**src/hw/dss_params.svh**
```systemverilog
// Purpose: constants for the display status selector (offsets, fields, resets, timing)
// Assumes: 32-bit APB register word, one aligned word per register
// Notes:   included by its bare name; definitions only
//
// Behaviour
// RQ1 - heat/cool select picks which MV shows
// RQ2 - select works only with third display, heat/cool, view
// RQ3 - fraction show OFF hides decimals; ON default
// RQ4 - decimal hiding only for temperature inputs
// RQ5 - first display alternates PV and tag, 0.5 s
// RQ6 - alternation only in PV-type views; in manual mode any view with PV on display 1 alternates
// RQ7 - each tag shows only while its condition holds
// RQ8 - any-alarm tag is OR of alarms 1-4
// RQ9 - heater tag on burnout or short alarm
// RQ10 - second display alternates likewise when PV first
// RQ11 - refresh interval slows display only, not control
// RQ12 - interval OFF, 0.25, 0.5, 1.0 s; 0.25 default
// RQ13 - function key steps items 1 to 5
// RQ14 - inactive condition means steady normal value
// RQ15 - phase from free-running half-second tick
`ifndef DSS_PARAMS_SVH
`define DSS_PARAMS_SVH

////////////////////////////////////////////////////////////////////////////////
// register byte offsets
`define DSS_OFS_CTRL       12'h000
`define DSS_OFS_VIEW       12'h004
`define DSS_OFS_ITEMS      12'h008
`define DSS_OFS_STATUS     12'h00C

////////////////////////////////////////////////////////////////////////////////
// control register fields
`define DSS_CTRL_HC_BIT    0
`define DSS_CTRL_FRAC_BIT  1
`define DSS_CTRL_PRI_LSB   2
`define DSS_CTRL_SEC_LSB   6
`define DSS_CTRL_INT_LSB   10
`define DSS_CTRL_RST       32'h0000_0402

// view register fields
`define DSS_VIEW_SEL1_LSB  0
`define DSS_VIEW_SEL2_LSB  4
`define DSS_VIEW_FKEY_BIT  8
`define DSS_VIEW_RST       32'h0000_0004

// items register: five 5-bit item codes
`define DSS_ITEM_W         5
`define DSS_ITEMS_RST      32'h0000_0000

////////////////////////////////////////////////////////////////////////////////
// display selection and item codes
`define DSS_SEL_PV_SP      4'h1
`define DSS_SEL_PV         4'h2
`define DSS_SEL_PV_SP_MV   4'h4
`define DSS_ITEM_PV_SP_MSP 5'h01
`define DSS_ITEM_PV_SP_MV  5'h02
`define DSS_ITEM_PV_SP_SK  5'h03
`define DSS_ITEM_PV_SP_ISP 5'h13
`define DSS_ITEM_PV_SP_AL1 5'h14

////////////////////////////////////////////////////////////////////////////////
// timing
`define DSS_CLK_MHZ        125
`define DSS_HALF_SEC_MS    500
`define DSS_HALF_SEC_CYC   (`DSS_HALF_SEC_MS * `DSS_CLK_MHZ * 1000)

`endif

```
**src/hw/dss_pkg.sv**
```systemverilog
// Purpose: types shared by the display status selector files
// Assumes: constants live in dss_params.svh
// Notes:   nothing here is imported; users write dss_pkg::name
package dss_pkg;

  // status tag selection codes
  typedef enum logic [3:0] {
    DSS_ST_OFF    = 4'h0,
    DSS_ST_HAND   = 4'h1,
    DSS_ST_STOP   = 4'h2,
    DSS_ST_ALARM_ONE_TAG   = 4'h3,
    DSS_ST_ALM2   = 4'h4,
    DSS_ST_ALM3   = 4'h5,
    DSS_ST_ALM4   = 4'h6,
    DSS_ST_ANYALM = 4'h7,
    DSS_ST_HEATER = 4'h8
  } dss_status_type;

  // refresh interval codes
  typedef enum logic [1:0] {
    DSS_RF_OFF  = 2'h0,
    DSS_RF_Q    = 2'h1,
    DSS_RF_HALF = 2'h2,
    DSS_RF_ONE  = 2'h3
  } dss_refresh_type;

  // conditions from control and alarm logic
  typedef struct packed {
    logic       manual_mode;
    logic       stopped;
    logic [3:0] alarm;
    logic       heater_burnout_alarm;
    logic       heater_short_alarm;
  } dss_cond_type;

  // monitor values
  typedef struct packed {
    logic [15:0] pv;
    logic [15:0] sp;
    logic [15:0] heat_mv;
    logic [15:0] cool_mv;
  } dss_values_type;

  // one numeric display word
  typedef struct packed {
    logic        blank;
    logic        tag_on;
    logic [3:0]  tag;
    logic        frac_hidden;
    logic [15:0] value;
  } dss_disp_type;

endpackage

```
**src/hw/dss_top.sv**
```systemverilog
// Purpose: selects the content of the three numeric displays
// Assumes: conditions and values come from logic on pclk; the key pin is asynchronous
// Notes:   registers over APB, zero wait states
`timescale 1ns/1ns
`include "dss_params.svh"
module dss_top #(
  parameter int HALF_SEC_CYC = `DSS_HALF_SEC_CYC
) (
  // clock and reset
  input  wire logic                   pclk,
  input  wire logic                   presetn,
  // apb slave
  input  wire logic                   psel,
  input  wire logic                   penable,
  input  wire logic                   pwrite,
  input  wire logic [11:0]            paddr,
  input  wire logic [31:0]            pwdata,
  output logic [31:0]                 prdata,
  output logic                        pready,
  output logic                        pslverr,
  // controller state
  input  wire logic                   has_third_display,
  input  wire logic                   heat_cool_active,
  input  wire logic                   input_is_temperature,
  input  wire dss_pkg::dss_cond_type  cond,
  input  wire dss_pkg::dss_values_type values,
  // function key pin, asynchronous
  input  wire logic                   fkey_pin,
  // display words
  output dss_pkg::dss_disp_type       disp1,
  output dss_pkg::dss_disp_type       disp2,
  output dss_pkg::dss_disp_type       disp3
);

  ////////////////////////////////////////////////////////////////////////////////
  // declarations
  logic [31:0] ctrl;                 // heat/cool, fraction, status codes, interval
  logic [31:0] view;                 // display selections and key mode
  logic [31:0] items;                // five item codes
  logic        key_meta;             // synchroniser stage one
  logic        key_sync;             // synchroniser stage two
  logic        key_prev;             // for press detection
  logic [2:0]  item_idx;             // 0 normal view, 1..5 item shown
  logic        quarter_tick;         // quarter-second pulse
  logic [1:0]  quarter_count;        // quarters elapsed modulo four
  logic        phase;                // high during the tag slot
  logic        pri_active;           // primary tag condition holds
  logic        sec_active;           // second tag condition holds
  logic        refresh;              // monitor values may update now
  logic        hc_effective;         // heat/cool select is in force
  logic [4:0]  item_hit;             // per item: code is PV/SP/MV
  logic [4:0]  cur_item;             // code of the item on show
  logic [3:0]  sel1;
  logic [3:0]  sel2;
  logic        fkey_mode;
  logic        pv_first;             // first display shows the PV
  logic        sp_second;            // second display shows the SP
  logic        mv_third;             // third display shows the MV
  logic        alt_view;             // view allows the alternation
  logic        apb_setup;
  logic        apb_write;
  logic        mapped;
  dss_pkg::dss_values_type shown;    // values held for display
  dss_pkg::dss_refresh_type interval;
  dss_pkg::dss_disp_type next_disp1;
  dss_pkg::dss_disp_type next_disp2;
  dss_pkg::dss_disp_type next_disp3;

  assign sel1      = view[`DSS_VIEW_SEL1_LSB +: 4];
  assign sel2      = view[`DSS_VIEW_SEL2_LSB +: 4];
  assign fkey_mode = view[`DSS_VIEW_FKEY_BIT];
  assign interval  = dss_pkg::dss_refresh_type'(ctrl[`DSS_CTRL_INT_LSB +: 2]);

  ////////////////////////////////////////////////////////////////////////////////
  // apb decode; always ready, unmapped offsets answer with an error
  assign apb_setup = psel & ~penable;
  assign apb_write = psel & penable & pwrite & mapped;
  assign pready    = 1'b1;
  assign pslverr   = psel & penable & ~mapped;

  always_comb
  begin
    mapped = 1'b0;
    unique case (paddr)
      `DSS_OFS_CTRL, `DSS_OFS_VIEW, `DSS_OFS_ITEMS: mapped = 1'b1;
      `DSS_OFS_STATUS:                              mapped = ~pwrite;
      default:                                      mapped = 1'b0;
    endcase
  end

  // control register; only implemented bits are kept
  always_ff @(posedge pclk or negedge presetn)
  begin
    if (!presetn)
    begin
      ctrl <= `DSS_CTRL_RST;  // RQ3 RQ7 RQ12
    end
    else if (apb_write && paddr == `DSS_OFS_CTRL)
    begin
      ctrl <= {20'h00000, pwdata[11:0]};
    end
  end

  // view register
  always_ff @(posedge pclk or negedge presetn)
  begin
    if (!presetn)
    begin
      view <= `DSS_VIEW_RST;
    end
    else if (apb_write && paddr == `DSS_OFS_VIEW)
    begin
      view <= {23'h000000, pwdata[8:0]};
    end
  end

  // item codes register
  always_ff @(posedge pclk or negedge presetn)
  begin
    if (!presetn)
    begin
      items <= `DSS_ITEMS_RST;
    end
    else if (apb_write && paddr == `DSS_OFS_ITEMS)
    begin
      items <= {7'h00, pwdata[24:0]};
    end
  end

  // read data is captured in the setup cycle, held through the access
  always_ff @(posedge pclk or negedge presetn)
  begin
    if (!presetn)
    begin
      prdata <= 32'h0000_0000;
    end
    else if (apb_setup)
    begin
      unique case (paddr)
        `DSS_OFS_CTRL:   prdata <= ctrl;
        `DSS_OFS_VIEW:   prdata <= view;
        `DSS_OFS_ITEMS:  prdata <= items;
        `DSS_OFS_STATUS: prdata <= {25'h0000000, phase, item_idx, hc_effective, sec_active, pri_active};
        default:         prdata <= 32'h0000_0000;
      endcase
    end
  end

  ////////////////////////////////////////////////////////////////////////////////
  // function key: two flops, then press detection on the settled copy
  always_ff @(posedge pclk or negedge presetn)
  begin
    if (!presetn)
    begin
      key_meta <= 1'b0;
      key_sync <= 1'b0;
      key_prev <= 1'b0;
    end
    else
    begin
      key_meta <= fkey_pin;
      key_sync <= key_meta;
      key_prev <= key_sync;
    end
  end

  // each press steps items 1..5, then back to the normal view
  always_ff @(posedge pclk or negedge presetn)
  begin
    if (!presetn)
    begin
      item_idx <= 3'h0;
    end
    else if (!fkey_mode)
    begin
      item_idx <= 3'h0;  // leaving key mode drops back to normal view
    end
    else if (key_sync && !key_prev)
    begin
      item_idx <= (item_idx == 3'h5) ? 3'h0 : item_idx + 3'h1;  // RQ13
    end
  end

  // code of the item on show; zero in the normal view
  always_comb
  begin
    cur_item = 5'h00;
    if (item_idx != 3'h0)
    begin
      cur_item = items[(item_idx - 3'h1) * `DSS_ITEM_W +: `DSS_ITEM_W];  // RQ13
    end
  end

  ////////////////////////////////////////////////////////////////////////////////
  // timebase and status decode
  dss_tick #(
    .HALF_CYC      (HALF_SEC_CYC)
  ) u_tick (
    .pclk          (pclk),
    .presetn       (presetn),
    .quarter_tick  (quarter_tick),
    .quarter_count (quarter_count),
    .phase         (phase)
  );

  dss_status_pick u_pri (
    .sel    (dss_pkg::dss_status_type'(ctrl[`DSS_CTRL_PRI_LSB +: 4])),
    .cond   (cond),
    .active (pri_active)
  );

  dss_status_pick u_sec (
    .sel    (dss_pkg::dss_status_type'(ctrl[`DSS_CTRL_SEC_LSB +: 4])),
    .cond   (cond),
    .active (sec_active)
  );

  ////////////////////////////////////////////////////////////////////////////////
  // heat/cool select in force: in key mode, any of the five items set to PV/SP/MV counts
  for (genvar i = 0; i < 5; i++)
  begin : g_item
    assign item_hit[i] = items[i * `DSS_ITEM_W +: `DSS_ITEM_W] == `DSS_ITEM_PV_SP_MV;
  end

  assign hc_effective = has_third_display & heat_cool_active &
                        (sel1 == `DSS_SEL_PV_SP_MV | sel2 == `DSS_SEL_PV_SP_MV |
                         (fkey_mode & |item_hit));  // RQ2

  ////////////////////////////////////////////////////////////////////////////////
  // what the current view puts on each display
  always_comb
  begin
    pv_first  = 1'b0;
    sp_second = 1'b0;
    mv_third  = 1'b0;
    alt_view  = 1'b0;
    if (item_idx != 3'h0)
    begin
      // item view: PV/SP-type items show PV and SP
      unique case (cur_item)
        `DSS_ITEM_PV_SP_MSP, `DSS_ITEM_PV_SP_SK, `DSS_ITEM_PV_SP_ISP, `DSS_ITEM_PV_SP_AL1:
        begin
          pv_first  = 1'b1;
          sp_second = 1'b1;
          alt_view  = cur_item == `DSS_ITEM_PV_SP_MSP;  // RQ6
        end
        `DSS_ITEM_PV_SP_MV:
        begin
          pv_first  = 1'b1;
          sp_second = 1'b1;
          mv_third  = 1'b1;
        end
        default:
        begin
          pv_first  = 1'b0;
        end
      endcase
    end
    else
    begin
      pv_first  = sel1 != 4'h0 && sel1 != 4'h3 && sel1 <= 4'h8;
      sp_second = pv_first && sel1 != `DSS_SEL_PV;
      mv_third  = sel1 == `DSS_SEL_PV_SP_MV;
      alt_view  = sel1 == `DSS_SEL_PV || sel1 == `DSS_SEL_PV_SP ||
                  sel1 == `DSS_SEL_PV_SP_MV;  // RQ6
    end
    // manual control lets any view with PV on display 1 alternate
    if (cond.manual_mode && pv_first)
    begin
      alt_view = 1'b1;  // RQ6
    end
  end

  ////////////////////////////////////////////////////////////////////////////////
  // refresh gate; only the displayed copy is slowed, control reads values directly
  always_comb
  begin
    refresh = 1'b1;
    unique case (interval)
      dss_pkg::DSS_RF_OFF:  refresh = 1'b1;  // RQ12
      dss_pkg::DSS_RF_Q:    refresh = quarter_tick;  // RQ12
      dss_pkg::DSS_RF_HALF: refresh = quarter_tick & quarter_count[0];  // RQ12
      dss_pkg::DSS_RF_ONE:  refresh = quarter_tick & (quarter_count == 2'h3);  // RQ12
    endcase
  end

  always_ff @(posedge pclk or negedge presetn)
  begin
    if (!presetn)
    begin
      shown <= '0;
    end
    else if (refresh)
    begin
      shown <= values;  // RQ11
    end
  end

  ////////////////////////////////////////////////////////////////////////////////
  // compose the three display words
  always_comb
  begin
    next_disp1             = '0;
    next_disp1.blank       = ~pv_first;
    next_disp1.value       = shown.pv;
    // decimals hidden only for temperature inputs with fraction show off
    next_disp1.frac_hidden = pv_first & input_is_temperature & ~ctrl[`DSS_CTRL_FRAC_BIT];  // RQ3 RQ4
    // tag in the phase slot while the condition holds, else steady value
    next_disp1.tag_on      = pv_first & alt_view & pri_active & phase;  // RQ5 RQ14
    next_disp1.tag         = ctrl[`DSS_CTRL_PRI_LSB +: 4];

    next_disp2             = '0;
    next_disp2.blank       = ~sp_second;
    next_disp2.value       = shown.sp;
    next_disp2.tag_on      = pv_first & alt_view & sec_active & phase;  // RQ10 RQ14
    next_disp2.tag         = ctrl[`DSS_CTRL_SEC_LSB +: 4];

    next_disp3             = '0;
    next_disp3.blank       = ~(has_third_display & mv_third);
    // cooling MV only when selected and in force; heating otherwise
    next_disp3.value       = (hc_effective & ctrl[`DSS_CTRL_HC_BIT]) ? shown.cool_mv : shown.heat_mv;  // RQ1 RQ2
  end

  // display words come from flops
  always_ff @(posedge pclk or negedge presetn)
  begin
    if (!presetn)
    begin
      disp1 <= '0;
      disp2 <= '0;
      disp3 <= '0;
    end
    else
    begin
      disp1 <= next_disp1;
      disp2 <= next_disp2;
      disp3 <= next_disp3;
    end
  end

endmodule

```
**src/hw/dss_tick.sv**
```systemverilog
// Purpose: free-running quarter-second tick and half-second phase
// Assumes: HALF_CYC is even and at least 2
// Notes:   runs from reset regardless of any setting
`timescale 1ns/1ns
module dss_tick #(
  parameter int HALF_CYC = 62500000
) (
  // clock and reset
  input  wire logic pclk,
  input  wire logic presetn,
  // tick outputs
  output logic      quarter_tick,
  output logic [1:0] quarter_count,
  output logic      phase
);

  localparam int QCYC = HALF_CYC / 2;
  localparam int CW   = $clog2(QCYC + 1);

  // refuse lengths the divider cannot serve
  if (HALF_CYC < 2 || (HALF_CYC % 2) != 0)
  begin : g_chk
    $error("dss_tick: HALF_CYC must be even and at least 2");
  end

  logic [CW-1:0] div_count;  // cycles within the quarter slot

  ////////////////////////////////////////////////////////////////////////////////
  // prescaler: one pulse every quarter second
  always_ff @(posedge pclk or negedge presetn)
  begin
    if (!presetn)
    begin
      div_count    <= '0;
      quarter_tick <= 1'b0;
    end
    else if (div_count == CW'(QCYC - 1))
    begin
      div_count    <= '0;
      quarter_tick <= 1'b1;
    end
    else
    begin
      div_count    <= div_count + CW'(1);
      quarter_tick <= 1'b0;
    end
  end

  ////////////////////////////////////////////////////////////////////////////////
  // quarter count; phase flips every two quarters, i.e. each 0.5 s
  always_ff @(posedge pclk or negedge presetn)
  begin
    if (!presetn)
    begin
      quarter_count <= 2'h0;
    end
    else if (quarter_tick)
    begin
      quarter_count <= quarter_count + 2'h1;
    end
  end

  assign phase = quarter_count[1];  // RQ15

endmodule

```
**src/hw/dss_status_pick.sv**
```systemverilog
// Purpose: tells whether a selected status tag condition holds
// Assumes: conditions come from logic on the same clock
// Notes:   purely combinational
`timescale 1ns/1ns
module dss_status_pick (
  // selection and conditions
  input  wire dss_pkg::dss_status_type sel,
  input  wire dss_pkg::dss_cond_type   cond,
  // result
  output logic                         active
);

  ////////////////////////////////////////////////////////////////////////////////
  // decode selection to its condition
  always_comb
  begin
    active = 1'b0;
    unique case (sel)
      dss_pkg::DSS_ST_OFF:    active = 1'b0;  // RQ7
      dss_pkg::DSS_ST_HAND:   active = cond.manual_mode;  // RQ7
      dss_pkg::DSS_ST_STOP:   active = cond.stopped;  // RQ7
      dss_pkg::DSS_ST_ALARM_ONE_TAG:   active = cond.alarm[0];  // RQ7
      dss_pkg::DSS_ST_ALM2:   active = cond.alarm[1];  // RQ7
      dss_pkg::DSS_ST_ALM3:   active = cond.alarm[2];  // RQ7
      dss_pkg::DSS_ST_ALM4:   active = cond.alarm[3];  // RQ7
      dss_pkg::DSS_ST_ANYALM: active = |cond.alarm;  // RQ8
      dss_pkg::DSS_ST_HEATER: active = cond.heater_burnout_alarm | cond.heater_short_alarm;  // RQ9
      // codes 9..15 written by software show no tag
      default:                active = 1'b0;
    endcase
  end

endmodule

```
**config.mk**
```make
export PLATFORM = sky130hd
export DESIGN_NAME = dss_top
export DESIGN_NICKNAME = d
export VERILOG_FILES = /design/src/hw/dss_pkg.sv /design/src/hw/dss_top.sv /design/src/hw/dss_tick.sv /design/src/hw/dss_status_pick.sv
export VERILOG_INCLUDE_DIRS = /design/src /design/src/hw
export SDC_FILE = /design/constraint.sdc
export NUM_CORES = 1
export LEC_CHECK = 0
export BUFFER_PORTS_ARGS = -buffer_cell sky130_fd_sc_hd__buf_2
export CAP_MARGIN = 20
export CORE_MARGIN = 1.5
export CORE_UTILIZATION = 35
export CTS_CLUSTER_DIAMETER = 150
export DETAILED_ROUTE_END_ITERATION = 10
export SLEW_MARGIN = 25
export SYNTH_ARGS = -nofsm -noshare
export SYNTH_HDL_FRONTEND = slang
export SYNTH_SLANG_ARGS = --single-unit
```
**constraint.sdc**
```tcl
create_clock -name pclk -period 6.7 [get_ports pclk]
set_clock_uncertainty 0.15 [all_clocks]
set_input_delay 0 -clock pclk [delete_from_list [all_inputs] [get_ports pclk]]
set_output_delay 0 -clock pclk [all_outputs]
set_load 0.01 [all_outputs]
```
==> impl_metrics.json, run 1 <==
{
  "p_int_mw": 2.35,
  "layout.core_utilization": 0.473,
  "hold_start": "heat_cool_active",
  "synth_edf_count": 0,
  "synth-warning-count": 0,
  "regToRegStartpoint": "item_idx[0]",
  "yosysSeqAreaShare": 0.546,
  "postLayoutCellArea_mm2": 0.0141,
  "status": "finished clean",
  "cp_slowest_stage_delay_ns": 0.58,
  "synth_area_mm2": 0.0106,
  "overflow": 0,
  "ctsResizeCount": 0,
  "final_hold_viol_count": 0,
  "peakVddDrop_v": 0.000206,
  "drtIter0Drc": 320,
  "final_nets": 1284,
  "path_max_fanout": 13,
  "grt_pass1_vias": 7953,
  "syn_avg_cell_area_um2": 12.8,
  "fin_crit_ns": 5.06,
  "cts_tree": "done",
  "fin_tns_setup_ns": 0,
  "n_fill_cell": 2695,
  "reg2reg_to": "disp1[21]",
  "p_leak_nw": 6.81,
  "crit_required_ns": 6.97,
  "min_path_cells": 5,
  "multi_input_area_mm2": 0.00449,
  "synth_largest_area_cell": "dfrtp_1",
  "rows": 63,
  "power_frac_comb": 0.058,
  "clock_latency_ns": 0.54,
  "powerDensity_mw_per_mm2": 217,
  "cts.sinks": 231,
  "register_area_mm2": 0.00578,
  "ys_ff_latch": 231,
  "synthTopCellsByArea": "dfrtp_1 54%, mux2_2 14%, mux4_2 4.3%",
  "worst_setup_path_end_kind": "register",
  "ant_nets": 0,
  "numCtsBuffers": 26,
  "synth.distinct_cells": 71,
  "min_to": "prdata[2]",
  "crit_path_frequent_cell": "ha_1",
  "cts_setup_buffers": 0,
  "synthArstFlopShare": 1.00,
  "clockRootBuffer": "clkbuf_16",
  "power_frac_seq": 0.467,
  "drive_gt1_frac": 0.371,
  "worstPathArrival_ns": 5.33,
  "core_area_mm2": 0.0297,
  "path_cells": "inv_2 > ha_1 > inv_1 > ha_1 > ha_1 > fa_1 > or3_1 > a211oi_1 > a21oi_1 > and4b_1 > nor3_1 > nor4_1 > o31ai_1 > a211oi_1 > dlygate4sd3_1",
  "vias": 7779,
  "grt_pass1_wl_um": 42600,
  "rsz0062_at_grt": "no",
  "power.share.clock": 0.475,
  "dominantRegCellSynth": "dfrtp_1",
  "grt_usage": 0.170,
  "clockBufferDepth": 3,
  "route.detailed.drc": 0,
  "wl_per_cell_um": 16.9,
  "maxCapViolCount": 0,
  "ios": 228,
  "antenna_found_initial": 3,
  "worst_slew_pin_slew_ns": 0.918,
  "crit_type": "reg -> reg",
  "placed_cell_area_mm2": 0.0119,
  "die_w_um": 177,
  "dr.pass1.iters": 4,
  "die_y_um": 177,
  "synth_cells": 828,
  "switchingPower_mw": 0.696,
  "via_per_inst": 5.00,
  "cp_slowest_cell": "fa_1",
  "relSlewSlack": 0.387,
  "slew_viol_final": 0,
  "start_util": 0.356,
  "r2r_cells": 15,
  "gp_congestion": 0.863,
  "hold_ws_ns": 0.0456,
  "clkTransAtPathRegs_ns": 0.06,
  "grt_max_degree": 90,
  "start_kind": "register",
  "postCtsHoldBufs": 117,
  "synth_top_area_frac": 0.539,
  "area_growth_pct": 32.7,
  "die_area_mm2": 0.0313,
  "dp_hpwl_um": 17600,
  "r2r_setup_slack_ns": 1.64,
  "wl_um": 26400,
  "min_path_type": "in -> reg",
  "io_buffers": 205,
  "p_sw_frac": 0.228,
  "fmax_mhz": 198,
  "finalSetupViolCount": 0,
  "period_share": 0.756,
  "htree_levels": 1
}
## worst max-delay path by stage
| stage | from | end |
|---|---|---|
| final | item_idx[0] | disp1[21] |
| after global placement | item_idx[0] | disp2[21] |
| after CTS | item_idx[0] | disp1[21] |
| after floorplan | item_idx[0] | disp2[22] |
| after detailed placement | item_idx[0] | disp2[21] |
| after global routing | item_idx[0] | disp1[21] |
## routing by layer
| layer | GRT usage | vias up | part of all wire |
|---|---|---|---|
| li1 | - | 3643 | - |
| met1 | 0.216 | 3877 | 0.42 |
| met2 | 0.297 | 219 | 0.50 |
| met3 | 0.0367 | 38 | 0.058 |
| met4 | 0.0335 | 2 | 0.018 |
| met5 | 0 | - | 0.00046 |
## synth_stat cells, types with 3 or more instances
cell / number
nand3_1: 15
inv_1: 17
buf_4: 18
buf_2: 10
mux2_2: 133
nand2b_1: 10
o22ai_1: 3
dfstp_2: 3
o31ai_1: 5
nor2b_1: 8
nand3b_1: 3
a211oi_1: 7
o21ai_0: 25
dfrtp_1: 228
nor4_1: 10
xor2_1: 18
a22o_1: 16
nor3_1: 13
and2_1: 3
nor2_1: 40
a31oi_1: 5
a21oi_1: 22
nand2_1: 43
ha_1: 12
mux2i_1: 26
or3_1: 3
o211ai_1: 3
xnor2_1: 10
mux4_2: 20
and3_1: 7
nor4b_1: 3
nand4_1: 18
clkbuf_1: 24
## power by group through the flow
stage / combinational [mW] / sequential, mW / clock [mW]
detailed placement: 0.124 / 1.45 / 0
global placement: 0.122 / 1.45 / 0
CTS: 0.176 / 1.42 / 1.50
floorplan: 0.0410 / 1.45 / 0
finish: 0.175 / 1.42 / 1.45
global route: 0.194 / 1.43 / 1.55
## cell usage in the layout, fill, tap and decap left out, drive strengths merged, types with 12 or more instances in the layout
master and count:
conb 15, nor3 15, inv 19, nand2 43, a22o 16, dlygate4sd3 116
a21oi 23, mux2 133, mux2i 26, nand3 16, xor2 18, dfrtp 228
nor2 40, o21ai 26, mux4 22, clkbuf 32, nand4 18, buf 217
ha 12
## stage by stage
step / cells / power, mW / setup slack (ns)
floorplan: 841 / 1.49 / 2.68
global placement: 1390 / 1.57 / 2.27
detailed placement: 1390 / 1.57 / 2.24
CTS: 1554 / 3.10 / 1.71
global route: 1557 / 3.17 / 1.39
finish: 1557 / 3.05 / 1.64
## critical path, delay by kind of cell, from the launching register on
kind | cells | cell delay (ns)
fa+ha+maj | 4 | 1.42
buf+inv | 3 | 1.08
compound gates | 4 | 0.86
simple gates | 4 | 1.06
flops | 1 | 0.38
## final cells by class
cell class                 count  area share
timing repair buffer         333       0.166
clock inverter                15      0.0126
clock buffer                  32      0.0507
sequential                   231       0.411
multi-input combinational    535       0.319
antenna                        2    0.000356
tap                          390      0.0347
inverter                      19     0.00516
## cells by family after synthesis
kind of cell,count (synthesis),share of synthesized area
muxes,181,0.213
adders and majority gates,13,0.0161
AOI/OAI and AO/OA,109,0.0704
other,2,0.000709
xor gates and xnor gates,28,0.0232
and+or+nand+nor,189,0.0936
DFF,231,0.546
buffers and inverters,75,0.0366
## flip-flops by register name, summed over array words and instances, names as in the netlist
name                  cells
items                    25
ctrl                     12
item_idx                  3
disp1                    23
u_tick.div_count         25
next_disp2               16
key_prev                  1
key_meta                  1
u_tick.quarter_tick       1
view                      9
next_disp1               16
u_tick.quarter_count      2
disp2                    22
key_sync                  1
prdata                   25
shown                    32
disp3                    17
Power figures use the tool's default switching activity.
==> run 2: changes to the inputs <==
- ABC_AREA: default -> 1
- clock period: 6.7 -> 5 ns (I/O delays scaled with it)
==> run 2 against run 1 <==
Against the previous run: via count increased by 16%; cell count grew 21%; global-route usage increased by 2.0 points; non-clock buffer count is 15 lower; worst setup slack worse by 1.2 ns; clock-buffer cell count rose by 4; synthesized cell count is 40% higher; register-to-register slack lost 1.2 ns; die area is 1.7% higher; critical endpoint unchanged.
==> impl_metrics.json, run 2 <==
{
  "largest_reg_flops": 32,
  "rsz0062_at_grt": "no",
  "gp_congestion": 0.900,
  "grt_pass1_vias": 9031,
  "fin_ws_ns": 0.442,
  "start_kind": "register",
  "hold_ws_ns": 0.0379,
  "grt_use_met1": 0.248,
  "io_buffers": 205,
  "peakVddDrop_v": 0.000284,
  "die_w_um": 178,
  "powerDensity_mw_per_mm2": 307,
  "synth_area_mm2": 0.0108,
  "clkTransAtPathRegs_ns": 0.06,
  "synthArstFlopShare": 1.00,
  "yosysSeqAreaShare": 0.537,
  "synthTopCellsByArea": "dfrtp_1 53%, nand2_1 7.9%, mux2_2 6.4%",
  "status": "finished clean",
  "overflow": 0,
  "worst_setup_path_end_kind": "register",
  "placed_cell_area_mm2": 0.0121,
  "clockBufferDepth": 3,
  "grtUsageMet2": 0.312,
  "start_util": 0.354,
  "crit_type": "reg -> reg",
  "rows": 64,
  "fin_tns_setup_ns": 0,
  "clockRootBuffer": "clkbuf_16",
  "path_max_fanout": 27,
  "drive_gt1_frac": 0.252,
  "min_path_type": "in -> reg",
  "die_y_um": 178,
  "slew_viol_final": 0,
  "postLayoutCellArea_mm2": 0.0142,
  "largest-register": "shown",
  "ant_nets": 0,
  "numPlacedInstances": 1725,
  "final_nets": 1601,
  "ys_ff_latch": 231,
  "fin_cells": 1882,
  "busiest_layer": "met2",
  "area_growth_pct": 32.1,
  "synth_cells": 1158,
  "wl_per_cell_um": 16.0,
  "grt_max_degree": 145,
  "period_share": 0.912,
  "synth.distinct_cells": 54,
  "gr-usage-met3": 0.0362,
  "clock_latency_ns": 0.54,
  "ys_top_cells_by_count": "228 x dfrtp_1, 227 x nand2_1, 128 x inv_1, 99 x o21ai_0, 80 x nand3_1",
  "relSlewSlack": 0.283,
  "grt_pass1_wl_um": 47600,
  "p_leak_nw": 6.83,
  "crit_required_ns": 5.32,
  "critical_path_buf_inv_count": 5,
  "cts.sinks": 231,
  "syn_avg_cell_area_um2": 9.30,
  "pre_cts_ws_ns": 0.993,
  "worstPathArrival_ns": 4.88,
  "htree_levels": 1,
  "ios": 228,
  "layout.core_utilization": 0.468,
  "ctsResizeCount": 0,
  "fmax_mhz": 219,
  "worst-path-stages": 21,
  "via_per_inst": 4.80,
  "numCtsBuffers": 28,
  "crit_family": "buffers and inverters",
  "fin_crit_ns": 4.56,
  "layout_common_cells": "228 x dfrtp_1, 227 x nand2_1, 204 x buf_2, 128 x inv_1, 103 x dlygate4sd3_1",
  "drtIter0Drc": 461,
  "wl_um": 30000,
  "die_area_mm2": 0.0318,
  "dominantRegCellSynth": "dfrtp_1",
  "synth_edf_count": 0,
  "maxCapViolCount": 0,
  "synth_top_area_frac": 0.530,
  "route.detailed.drc": 0,
  "antenna_found_initial": 3,
  "cts_setup_buffers": 0,
  "dr.pass1.iters": 6,
  "cp_slowest_stage_delay_ns": 0.54,
  "final_hold_viol_count": 0,
  "dp_hpwl_um": 20900,
  "finalPower_mw": 4.37,
  "worst_slew_pin_slew_ns": 1.07,
  "synth_largest_area_cell": "dfrtp_1",
  "vias": 9033,
  "cp_slowest_cell": "dlygate4sd3_1",
  "min_path_cells": 6,
  "finalSetupViolCount": 0,
  "path_cells": "inv_4 > ha_1 > clkinv_1 > buf_4 > ha_1 > ha_1 > fa_1 > inv_1 > nor2_1 > o21ai_0 > a21oi_1 > a21oi_1 > nand2_1 > nand2_1 > nand3_1 > nor2_1 > nor2_2 > nand2_2 > nand3_2 > nor2_1 > dlygate4sd3_1",
  "core_area_mm2": 0.0304,
  "synth.most_common_cell": "dfrtp_1",
  "layout.cells.most_common": "dfrtp_1",
  "cts_tree": "done",
  "grt_usage": 0.190,
  "synth-warning-count": 0,
  "r2r_cells": 21
}
run 2: changes by cell type after synthesis, moves of 11 or more:
| cell | before | now |
|---|---|---|
| nand2_1 | 43 | 227 |
| inv_1 | 17 | 128 |
| o21ai_0 | 25 | 99 |
| mux2_2 | 133 | 61 |
| nand3_1 | 15 | 80 |
| nor2_1 | 40 | 70 |
| mux2i_1 | 26 | 0 |
| a21oi_1 | 22 | 46 |
| mux4_2 | 20 | 0 |
| o22ai_1 | 3 | 17 |
| nand3_2 | 1 | 13 |
| a22o_1 | 16 | 5 |
run 2: path summary, 6_finish.rpt:
kind,from,end,slack (ns)
max,item_idx[0],disp1[21],0.44
min,paddr[7],prdata[0],0.04
max reg2reg,item_idx[0],disp1[21],0.44
min reg2reg,key_meta,key_sync,0.21
max in group asynchronous,presetn,item_idx[2],3.53
min in group asynchronous,presetn,shown[2],0.45
run 2: report_power, final:
group / total [mW] / switching (mW) / leakage (nW) / internal, mW
clock: 2.18 / 0.820 / 0.490 / 1.36
sequential: 1.94 / 0.0178 / 2.92 / 1.92
combinational: 0.255 / 0.128 / 3.42 / 0.128
total: 4.37 / 0.965 / 6.83 / 3.40
run 2: layer usage:
layer,vias up,part of all wire
met5,-,0.00023
li1,4416,-
met3,66,0.057
met2,250,0.47
met4,2,0.033
met1,4299,0.44
run 2: tightest hold or removal path: stages:
cell	delay [ns]
buf_2	0.08
nor4_1	0.10
nand2_1	0.13
nor2_1	0.10
nor2_1	0.16
o31ai_1	0.10
run 2: final cells by class:
class	instances	area [um2]
antenna	1	2.50
clock buffer	36	812
clock inverter	16	210
fill	2868	16200
inverter	137	522
multi-input combinational	747	4230
sequential	231	5780
tap	396	495
timing repair buffer	318	2170
run 2: cell families (layout without fill, tap and decap cells):
kind of cell               after synthesis  in the layout  synth area share
and+or+nand+nor                        448            448             0.191
AOI/OAI and AO/OA                      198            198             0.104
xor gates and xnor gates                12             12           0.00975
muxes                                   61             61            0.0638
DFF                                    231            231             0.537
other                                    2             16          0.000697
buffers and inverters                  193            507            0.0779
adders and majority gates               13             13            0.0158
run 2: timing repair:
| action | in CTS | in global routing |
|---|---|---|
| hold endpoints to repair | 216 | 0 |
| setup endpoints to repair | 0 | 0 |
| hold buffers | 104 | 0 |
